[src/hw/pdf_consts.svh]
// Register map, reset values and field positions of the port one I/O block
// Operation
// - Direction bit one makes its pin an output; zero makes it an input.
// - Direction register is write-only; reads return all ones without error.
// - Reset loads direction with 0x03 so the two lowest pins output clocks.
// - Hardware standby clears every direction bit, stopping both clock outputs.
// - Software standby keeps direction; outputs keep driving data or clock.
// - Data read gives latch for output pins, live pin level for inputs.
// - Two lowest pins as outputs drive system clock and E clock, not latch.
// - Reading the two lowest bits while clocking returns current clock levels.
// - Data bits one and zero are read-only; writes to them do nothing.
// - Reset clears data bits seven to two; bits one and zero undefined.
// - Single-chip mode: pins four, three, two are plain I/O only.
// - Interrupt enable makes its pin an interrupt input; data read gives pin level.
// - Bus release enable makes pins three and two request/grant, expanded only.
// - Control register reserved bits seven, two, one, zero ignore writes, read one.
// - Nonmaskable edge bit: zero falling edge (reset), one rising edge.
`ifndef PDF_CONSTS_SVH
`define PDF_CONSTS_SVH

`define PDF_ADDR_DIR        16'hfe80
`define PDF_ADDR_DATA       16'hfe82
`define PDF_ADDR_SYSCTL     16'hfefc
`define PDF_ADDR_MODE       16'hfe84
`define PDF_DIR_RESET       8'h03
`define PDF_DIR_STANDBY     8'h00
`define PDF_DATA_RESET      8'h00
`define PDF_DATA_WMASK      8'hfc
`define PDF_SYSCTL_RESET    8'h87
`define PDF_SYSCTL_FIXED    8'h87
`define PDF_SYSCTL_WMASK    8'h78
`define PDF_BIT_LINE1_EN    6
`define PDF_BIT_LINE0_EN    5
`define PDF_BIT_NMI_EDGE    4
`define PDF_BIT_BUS_REL     3
`define PDF_PIN_WAIT        4
`define PDF_PIN_BUS_REQ     3
`define PDF_PIN_BACK        2
`define PDF_PIN_IRQ1        6
`define PDF_PIN_IRQ0        5
`define PDF_ECLK_DIV        4'h8
`define PDF_HTRANS_NONSEQ   2'h2
`define PDF_HTRANS_SEQ      2'h3

`endif

[src/hw/pdf_pkg.sv]
// Types shared by the port one I/O block
package pdf_pkg;

    typedef struct packed {
        logic [7:0] out;
        logic [7:0] oe;
    } pdf_pin_drive_t;

    typedef struct packed {
        logic        irq1_en;
        logic        irq0_en;
        logic        nmi_rising;
        logic        bus_release;
    } pdf_func_sel_t;

endpackage

[src/hw/pdf_port1.sv]
// Port one general-purpose I/O with clock outputs and pin function select
`timescale 1ns/100ps
`include "pdf_consts.svh"

module pdf_port1
    import pdf_pkg::*;
#(
    parameter int                 WIDTH     = 8,
    parameter logic [3:0]         ECLK_DIV  = `PDF_ECLK_DIV
) (
    input  wire logic             mclk_i,
    input  wire logic             reset_i,
    // AHB-Lite slave
    input  wire logic             hsel_i,
    input  wire logic [15:0]      haddr_i,
    input  wire logic [1:0]       htrans_i,
    input  wire logic             hwrite_i,
    input  wire logic [2:0]       hsize_i,
    input  wire logic [31:0]      hwdata_i,
    input  wire logic             hready_i,
    output logic      [31:0]      hrdata_o,
    output logic                  hreadyout_o,
    output logic                  hresp_o,
    // Chip state
    input  wire logic             hw_standby_i,
    input  wire logic             sw_standby_i,
    input  wire logic             expanded_mode_i,
    // Pins
    input  wire logic [WIDTH-1:0] pin_i,
    output logic      [WIDTH-1:0] pin_o,
    output logic      [WIDTH-1:0] pin_oe_o,
    // Special functions routed to other blocks
    output logic                  line_one_irq_o,
    output logic                  line_zero_irq_o,
    output logic                  line_one_interrupt_enable_o,
    output logic                  line_zero_interrupt_enable_o,
    output logic                  nonmaskable_edge_select_o,
    output logic                  bus_request_input_o,
    output logic                  bus_release_active_o,
    input  wire logic             bus_grant_i,
    output logic                  sys_clk_o,
    output logic                  e_clk_o
);

    // ------------------------------------------------------------------
    // Registers
    // ------------------------------------------------------------------
    logic [7:0]  dir_r, dir_nxt;
    logic [7:0]  data_r, data_nxt;
    logic [7:0]  sysctl_r, sysctl_nxt;
    logic        wr_pend_r, wr_pend_nxt;
    logic [15:0] addr_r, addr_nxt;
    logic [31:0] rdata_r, rdata_nxt;
    logic [3:0]  ediv_r, ediv_nxt;
    logic        eclk_r, eclk_nxt;
    logic        sclk_r, sclk_nxt;
    pdf_pin_drive_t drive;
    pdf_func_sel_t  fsel;

    function automatic logic [7:0] read_mux(input logic [15:0] a,
                                            input logic [7:0]  dat);
        unique case (a)
            `PDF_ADDR_DIR:    read_mux = 8'hff;
            `PDF_ADDR_DATA:   read_mux = dat;
            `PDF_ADDR_SYSCTL: read_mux = sysctl_r | `PDF_SYSCTL_FIXED;
            `PDF_ADDR_MODE:   read_mux = {7'h00, expanded_mode_i};
            default:          read_mux = 8'h00;
        endcase
    endfunction

    // ------------------------------------------------------------------
    // Clock outputs
    // ------------------------------------------------------------------
    // System clock shows as a half-rate toggle
    always_comb begin
        sclk_nxt = ~sclk_r;
    end

    always_ff @(posedge mclk_i or posedge reset_i) begin
        if (reset_i) begin
            sclk_r <= 1'b0;
        end else begin
            sclk_r <= sclk_nxt;
        end
    end

    // E clock flips every ECLK_DIV cycles of the main clock
    always_comb begin
        ediv_nxt = ediv_r + 4'h1;
        eclk_nxt = eclk_r;
        if (ediv_r == ECLK_DIV - 4'h1) begin
            ediv_nxt = 4'h0;
            eclk_nxt = ~eclk_r;
        end
    end

    always_ff @(posedge mclk_i or posedge reset_i) begin
        if (reset_i) begin
            ediv_r <= 4'h0;
            eclk_r <= 1'b0;
        end else begin
            ediv_r <= ediv_nxt;
            eclk_r <= eclk_nxt;
        end
    end

    assign sys_clk_o = sclk_r;
    assign e_clk_o   = eclk_r;

    // ------------------------------------------------------------------
    // Function select
    // ------------------------------------------------------------------
    assign fsel.irq1_en     = sysctl_r[`PDF_BIT_LINE1_EN];
    assign fsel.irq0_en     = sysctl_r[`PDF_BIT_LINE0_EN];
    assign fsel.nmi_rising  = sysctl_r[`PDF_BIT_NMI_EDGE];
    assign fsel.bus_release = sysctl_r[`PDF_BIT_BUS_REL] & expanded_mode_i;

    assign line_one_interrupt_enable_o  = fsel.irq1_en;
    assign line_zero_interrupt_enable_o = fsel.irq0_en;
    assign nonmaskable_edge_select_o    = fsel.nmi_rising;
    assign bus_release_active_o         = fsel.bus_release;
    assign line_one_irq_o      = fsel.irq1_en & pin_i[`PDF_PIN_IRQ1];
    assign line_zero_irq_o     = fsel.irq0_en & pin_i[`PDF_PIN_IRQ0];
    assign bus_request_input_o = fsel.bus_release & pin_i[`PDF_PIN_BUS_REQ];

    // ------------------------------------------------------------------
    // Pin drive
    // ------------------------------------------------------------------
    // Pin map
    //   7      plain I/O
    //   6      plain I/O, or line one interrupt input when enabled
    //   5      plain I/O, or line zero interrupt input when enabled
    //   4      plain I/O; the wait input belongs to the wait controller
    //   3      plain I/O, or bus request input under bus release
    //   2      plain I/O, or bus grant output under bus release
    //   1      input, or E clock output when its direction bit is set
    //   0      input, or system clock output when its direction bit is set
    // Bus release only takes effect in expanded mode
    always_comb begin
        drive.out = data_r;
        drive.oe  = dir_r;
        drive.out[0] = sclk_r;
        drive.out[1] = eclk_r;
        if (fsel.irq1_en) begin
            drive.oe[`PDF_PIN_IRQ1] = 1'b0;
        end
        if (fsel.irq0_en) begin
            drive.oe[`PDF_PIN_IRQ0] = 1'b0;
        end
        if (fsel.bus_release) begin
            drive.oe[`PDF_PIN_BUS_REQ] = 1'b0;
            drive.oe[`PDF_PIN_BACK]  = 1'b1;
            drive.out[`PDF_PIN_BACK] = bus_grant_i;
        end
    end

    assign pin_o    = drive.out;
    assign pin_oe_o = drive.oe;

    // ------------------------------------------------------------------
    // AHB-Lite slave
    // ------------------------------------------------------------------
    logic       take;
    logic [7:0] pin_view;

    assign take = hsel_i & hready_i & (htrans_i == `PDF_HTRANS_NONSEQ |
                                       htrans_i == `PDF_HTRANS_SEQ);

    // Output pins read the latch, inputs the live pin; clock pins read the clock
    always_comb begin
        pin_view = (dir_r & data_r) | (~dir_r & pin_i);
        pin_view[0] = dir_r[0] ? sclk_r : pin_i[0];
        pin_view[1] = dir_r[1] ? eclk_r : pin_i[1];
        if (fsel.irq1_en) begin
            pin_view[`PDF_PIN_IRQ1] = pin_i[`PDF_PIN_IRQ1];
        end
        if (fsel.irq0_en) begin
            pin_view[`PDF_PIN_IRQ0] = pin_i[`PDF_PIN_IRQ0];
        end
    end

    // ------------------------------------------------------------------
    // Bus address phase
    // ------------------------------------------------------------------
    // The address phase is held over so a write lands with its data phase
    // Reads need no hold-over: their word is captured at once
    always_comb begin
        wr_pend_nxt = take & hwrite_i;
        addr_nxt    = addr_r;
        if (take) begin
            addr_nxt = haddr_i;
        end
    end

    always_ff @(posedge mclk_i or posedge reset_i) begin
        if (reset_i) begin
            wr_pend_r <= 1'b0;
            addr_r    <= 16'h0000;
        end else begin
            wr_pend_r <= wr_pend_nxt;
            addr_r    <= addr_nxt;
        end
    end

    // True in the data phase of a write to the given register
    function automatic logic wr_hit(input logic [15:0] a);
        wr_hit = wr_pend_r & (addr_r == a);
    endfunction

    // ------------------------------------------------------------------
    // Direction register
    // ------------------------------------------------------------------
    // Hardware standby wins over a write in the same cycle
    always_comb begin
        dir_nxt = dir_r;
        if (wr_hit(`PDF_ADDR_DIR)) begin
            dir_nxt = hwdata_i[7:0];
        end
        if (hw_standby_i) begin
            dir_nxt = `PDF_DIR_STANDBY;
        end
    end

    always_ff @(posedge mclk_i or posedge reset_i) begin
        if (reset_i) begin
            dir_r <= `PDF_DIR_RESET;
        end else begin
            dir_r <= dir_nxt;
        end
    end

    // ------------------------------------------------------------------
    // Data latch
    // ------------------------------------------------------------------
    // Bits one and zero keep their value; the clocks own those pins
    always_comb begin
        data_nxt = data_r;
        if (wr_hit(`PDF_ADDR_DATA)) begin
            data_nxt = (data_r & ~`PDF_DATA_WMASK)
                     | (hwdata_i[7:0] & `PDF_DATA_WMASK);
        end
    end

    always_ff @(posedge mclk_i or posedge reset_i) begin
        if (reset_i) begin
            data_r <= `PDF_DATA_RESET;
        end else begin
            data_r <= data_nxt;
        end
    end

    // ------------------------------------------------------------------
    // Control register
    // ------------------------------------------------------------------
    // Reserved bits are forced to one on every write
    always_comb begin
        sysctl_nxt = sysctl_r;
        if (wr_hit(`PDF_ADDR_SYSCTL)) begin
            sysctl_nxt = (hwdata_i[7:0] & `PDF_SYSCTL_WMASK)
                       | `PDF_SYSCTL_FIXED;
        end
        // Hardware standby reinitialises it like a reset
        if (hw_standby_i) begin
            sysctl_nxt = `PDF_SYSCTL_RESET;
        end
    end

    always_ff @(posedge mclk_i or posedge reset_i) begin
        if (reset_i) begin
            sysctl_r <= `PDF_SYSCTL_RESET;
        end else begin
            sysctl_r <= sysctl_nxt;
        end
    end

    // ------------------------------------------------------------------
    // Read data
    // ------------------------------------------------------------------
    // Captured in the address phase so the data phase sees a settled word
    always_comb begin
        rdata_nxt = rdata_r;
        if (take & ~hwrite_i) begin
            rdata_nxt = {24'h000000, read_mux(haddr_i, pin_view)};
        end
    end

    always_ff @(posedge mclk_i or posedge reset_i) begin
        if (reset_i) begin
            rdata_r <= 32'h00000000;
        end else begin
            rdata_r <= rdata_nxt;
        end
    end

    // Zero wait states, always OKAY
    // Read data therefore stands one cycle after its address phase
    assign hreadyout_o = 1'b1;
    assign hresp_o     = 1'b0;
    assign hrdata_o    = rdata_r;

endmodule

[config.mk]
export PLATFORM = sky130hd
export DESIGN_NAME = pdf_port1
export DESIGN_NICKNAME = d
export VERILOG_FILES = /design/src/hw/pdf_pkg.sv /design/src/hw/pdf_port1.sv
export VERILOG_INCLUDE_DIRS = /design/src /design/src/hw
export SDC_FILE = /design/constraint.sdc
export NUM_CORES = 1
export LEC_CHECK = 0
export BUFFER_PORTS_ARGS = -buffer_cell sky130_fd_sc_hd__buf_2
export CAP_MARGIN = 20
export CORE_MARGIN = 2
export CORE_UTILIZATION = 42
export CTS_CLUSTER_DIAMETER = 30
export CTS_CLUSTER_SIZE = 30
export DETAILED_ROUTE_END_ITERATION = 6
export PLACE_DENSITY_LB_ADDON = 0.25
export SLEW_MARGIN = 20
export SYNTH_ARGS = -nofsm -noshare
export SYNTH_HDL_FRONTEND = slang
export SYNTH_SLANG_ARGS = --single-unit
export TNS_END_PERCENT = 20
[constraint.sdc]
create_clock -name mclk_i -period 1.7 [get_ports mclk_i]
set_input_delay 0.17 -clock mclk_i [delete_from_list [all_inputs] [get_ports mclk_i]]
set_output_delay 0.17 -clock mclk_i [all_outputs]
set_load 0.05 [all_outputs]
== Word-level counts from Yosys, hierarchy flattened ==
Cells that the tools add are included.

* Bits in registers: 54
* Bits of input ports: 70
* Word-level logic and storage cells: 56

* $add $sub $neg: 1
* Equal/unequal tests: 10
* Mux-type cells: 14
* Bitwise gates (word level): 20
* Reductions and logical operators: 2

{| class="wikitable"
|+ Operators by type and width
! operator !! count
|-
| equality test 16 bit (second input constant) || 7
|-
| case mux 8 bit (4 select lines) || 1
|-
| AND 8 bit || 2
|-
| two-way mux 8 bit || 2
|-
| two-way mux 7 bit || 2
|-
| AND 1 bit || 11
|-
| inverter 8 bit || 1
|-
| bitwise OR 2 x 8 -> 8 bit || 1
|-
| bitwise OR 8 bit || 1
|-
| two-way mux 1 bit || 7
|-
| adder 4 x 1 -> 4 bit (second input constant) || 1
|-
| equality test 2 bit (second input constant) || 2
|-
| equality test 4 x 3 -> 1 bit (second input constant) || 1
|-
| two-way mux 4 bit || 1
|-
| nonzero test 2 bit || 2
|-
| inverter 1 bit || 3
|-
| two-way mux 2 bit || 1
|-
| bitwise OR 1 bit || 1
|}

== Depth between registers and ports, before layout ==
* Depth after elaboration: 5
* Gate-level depth with buffers: 5
* Gate-level depth less buffers: 4

== Worst setup path before layout ==
No wires, ideal clock.

* Path type: register to register
* Start point: reg sysctl_r[5]
* End point: reg rdata_r[5], in the netlist hrdata_o[5]
* Arrival time: 2.031 ns
* Path slack: -0.460 ns
* Cell stages (with the launch flop): 5
* Path buffers: 0
* Cell sequence: dfrtp_1 nor2b_1 mux2_2 o211ai_1 nand3_1

* Longest elaborated chain between the ends: 2

{| class="wikitable"
|+ Ends and longest elaborated chain
! element !! line !! text
|-
| start, declared || pdf_port1.sv:50 || <nowiki>logic [7:0] sysctl_r, sysctl_nxt;</nowiki>
|-
| start signal, assigned || pdf_port1.sv:270 || <nowiki>sysctl_r <= `PDF_SYSCTL_RESET;</nowiki>
|-
| start signal, assigned || pdf_port1.sv:272 || <nowiki>sysctl_r <= sysctl_nxt;</nowiki>
|-
| two-way mux 1 bit || pdf_port1.sv:177 || <nowiki>if (fsel.irq0_en) begin</nowiki>
|-
| case mux 8 bit (4 select lines) * || pdf_port1.sv:62 || <nowiki>unique case (a)</nowiki>
|-
| end signal, assigned || pdf_port1.sv:291 || <nowiki>rdata_r <= rdata_nxt;</nowiki>
|-
| end, declared || pdf_port1.sv:53 || <nowiki>logic [31:0] rdata_r, rdata_nxt;</nowiki>
|}

Mark *: on every way between the ends. The rest lies on a longest branch, timed or not.
A chain may end at the register's enable or synchronous reset.

== Worst setup path after layout ==
* Start point: reg addr_r[8]
* End point: reg dir_r[0]

* Longest elaborated chain between the ends: 3

{| class="wikitable"
|+ Ends and longest elaborated chain
! element !! line !! text
|-
| start, declared || pdf_port1.sv:52 || <nowiki>logic [15:0] addr_r, addr_nxt;</nowiki>
|-
| start signal, assigned || pdf_port1.sv:201 || <nowiki>addr_r <= addr_nxt;</nowiki>
|-
| equality test 16 bit || pdf_port1.sv:207 || <nowiki>wr_hit = wr_pend_r & (addr_r == a);</nowiki>
|-
| AND 1 bit || pdf_port1.sv:207 ||
|-
| nonzero test 2 bit (no source line) || - ||
|-
| end signal, assigned || pdf_port1.sv:226 || <nowiki>dir_r <= `PDF_DIR_RESET;</nowiki>
|-
| end signal, assigned || pdf_port1.sv:228 || <nowiki>dir_r <= dir_nxt;</nowiki>
|-
| end, declared || pdf_port1.sv:48 || <nowiki>logic [7:0] dir_r, dir_nxt;</nowiki>
|}

No other way between the ends.

==> summary.txt <==
Run status
  – Status: finished, final reports clean

Routing
  – Drt pass-1 iters: 4
  – DR vias/cell: 5.05
  – Detailed Route WL: 5880 um
  – Vias: 2,003
  – DRC Markers: 0
  – Routed Antenna Nets: 0
  – Routed WL per cell: 14.8 um
  – First-iteration detailed-routing DRC count: 120

Placed design
  – Port buffer count: 73
  – Placed Instances: 387
  – Placer congestion estimate: 0.776
  – Place WS: 0.0315 ns
  – HPWL Detailed: 4530 um
  – Post-placement cell area: 2970 sq um

Finish
  – Register area: 1230 sq um
  – Multi-input gate area: 1210 sq um
  – N_diodes: 0
  – Final net count: 392
  – Layout cells sized above 1: 0.391
  – Area Overhead vs Synth: 17.5%
  – Design area: 3110 sq um
  – Filler Cell Count: 550
  – Final Non-Filler Cells: 397

Timing
  – Slew Viols, Final: 0
  – Fin worst setup slack: 0.0667 ns
  – Clock skew: 0.0103 ns
  – Final hold vios: 0
  – Unrepaired setup endpoints after global routing: true
  – Number of setup violations in the final report: 0
  – Final worst path period share: 0.961
  – Max Fclk: 0.612 GHz
  – Post-route minimum period: 1.63 ns

Setup path
  – CP Max Fanout: 6
  – CP arrival: 1.86 ns
  – Setup crit start kind: flip-flop
  – Critical Path Sink Type: flip-flop
  – Endpoint required time on the critical path: 1.93 ns
  – R2R Path Start: addr_r[8]
  – Kind of critical path: reg -> reg
  – Beginning of the critical path: addr_r[8]

Global route
  – Initial antenna violation count: 0
  – Tot GR Track Use: 0.165
  – Largest net degree at the start of global routing: 23
  – Number of global-route vias before repair: 1,921
  – Gr ovfl total: 0
  – Global-route wire length before repair: 9380 um

CTS
  – CTS Root Cell: clkbuf_8
  – Num CTS Buffers: 5
  – Worst skew pair latency: 0.30 ns
  – CTS sink cnt: 49
  – H-tree depth: 2
  – Clock Path Buffers: 2
  – Setup Buffers After CTS: 0
  – CTS tree: yes
  – Reg clk slew, reported paths: 0.09 ns

Floorplan
  – Core area: 5990 sq um
  – Die Area: 6950 sq um
  – Die Y: 83.4 um
  – Starting Density: 0.442
  – Die Span X: 83.4 um
  – Row cnt: 28
  – # IOs: 129

Power
  – Worst VDD drop: 0.000373 V
  – Overall power: 2.66 mW
  – Static Leakage: 1.50 nW
  – Cell Pwr Density: 857 nW/um^2

Logic synthesis
  – Unique masters post-synth: 38
  – Top cell type's share of synthesized area: 0.445
  – Post-synth ARST share: 1.00
  – Most area-hungry cell type in the Yosys netlist: dfrtp_1
  – Syn Area/Cell: 10.5 sq um
  – Synth Warn #: 0
  – EDFF count, synth: 0
  – Cell count after synthesis: 252
  – Mapped cell area: 2650 sq um
  – Top post-synthesis cells by count: 47 x dfrtp_1, 37 x buf_4, 24 x nand3_1
  – Synth top area cells: dfrtp_1 44%, buf_4 11%, mux2_2 9.4%
  – Flops & latches, synth: 49
  – Post-synthesis sequential area ratio: 0.465
  – Count leader, synth: dfrtp_1
  – Post-synth top flop: dfrtp_1

Min path
  – Hold WC Path Type: in -> reg
  – Hold path start: hwdata_i[1]

Run
  – Max Cap Viol: 0
-- cells by family (layout without fill, tap and decap cells) --
kind of cell | Yosys count | after routing | synth area share
AO/OA/AOI/OAI | 40 | 40 | 0.0828
buffers and inverters | 50 | 96 | 0.127
XOR/XNOR | 2 | 2 | 0.00662
AND/OR/NAND/NOR | 78 | 78 | 0.184
multiplexers | 30 | 30 | 0.127
other | 2 | 26 | 0.00284
adder cells (fa/ha/maj) | 1 | 1 | 0.00473
flip-flops | 49 | 49 | 0.465
-- layer usage --
| metal | routed length (um) | up-vias | global-route usage | part of all wire |
|---|---|---|---|---|
| met5 | 0 | - | 0 | 0 |
| met4 | 98 | 0 | 0.0522 | 0.017 |
| met3 | 268 | 7 | 0.0298 | 0.046 |
| met2 | 2870 | 66 | 0.268 | 0.49 |
| met1 | 2640 | 960 | 0.225 | 0.45 |
| li1 | - | 970 | - | - |
-- layout by cell type, fill, tap and decap left out, types with 3 or more instances in the layout --
| cell | count |
|---|---|
| clkbuf_8 | 6 |
| nor4_4 | 3 |
| nor3_1 | 3 |
| mux2_2 | 22 |
| inv_1 | 4 |
| and2_1 | 5 |
| mux2_1 | 6 |
| buf_4 | 7 |
| nand4_1 | 5 |
| nor2_1 | 13 |
| nand3_1 | 24 |
| o21ai_1 | 13 |
| dfrtp_1 | 46 |
| conb_1 | 26 |
| nand2_1 | 10 |
| o21ai_0 | 3 |
| buf_2 | 73 |
| a31oi_1 | 6 |
| a21oi_1 | 14 |
-- worst max-delay path, stage by stage (launching register included) --
cell and delay [ns]:
dfrtp_1 0.39, nand4bb_4 0.25, buf_4 0.16, nor4_4 0.20, clkdlybuf4s15_2 0.32, nand3_1 0.09
a21oi_1 0.14
-- registers in the layout, summed over array words and instances (netlist names) --
signal and flops:
sysctl_r 4, sys_clk_o 1, hrdata_o 8, wr_pend_r 1, addr_r 16, ediv_r 4
e_clk_o 1, dir_r 8, data_r 6
-- metrics by stage --
| step | TNS (ns) | utilization | hold slack (ns) |
|---|---|---|---|
| finish | 0 | 0.519 | 0.0908 |
| global route | -0.0474 | 0.519 | 0.0773 |
| detailed placement | 0 | 0.495 | 0.199 |
| global placement | 0 | 0.495 | 0.193 |
| CTS | 0 | 0.512 | 0.0836 |
| floorplan | -0.00622 | - | 0.229 |
-- power breakdown --
| part | switching [mW] | internal [mW] | leakage, nW |
|---|---|---|---|
| combinational | 0.418 | 0.183 | 0.852 |
| clock | 0.372 | 0.333 | 0.0455 |
| sequential | 0.0841 | 1.27 | 0.607 |
-- cell type report --
type / count / area share
timing repair buffer: 83 / 0.148
inverter: 5 / 0.00604
sequential: 49 / 0.396
clock buffer: 8 / 0.0290
multi-input combinational: 177 / 0.391
tap: 75 / 0.0302
-- what timing repair did --
action / CTS / global route
gates resized for setup: 0 / 3
hold buffers: 1 / 0
setup endpoints to repair: 0 / 16
endpoints found under the hold margin: 17 / 0
-- worst paths after layout --
check	slack, ns	depth (start not counted)	end
worst max register to register	0.07	6	dir_r[0]
worst max-delay path	0.07	6	dir_r[0]
worst min-delay path	0.09	3	dir_r[1]
min in group asynchronous	0.42	3	hrdata_o[5]
worst min register to register	0.46	1	sys_clk_o
max in group asynchronous	0.67	4	dir_r[0]
No activity file was read; power rests on OpenSTA's default activity.
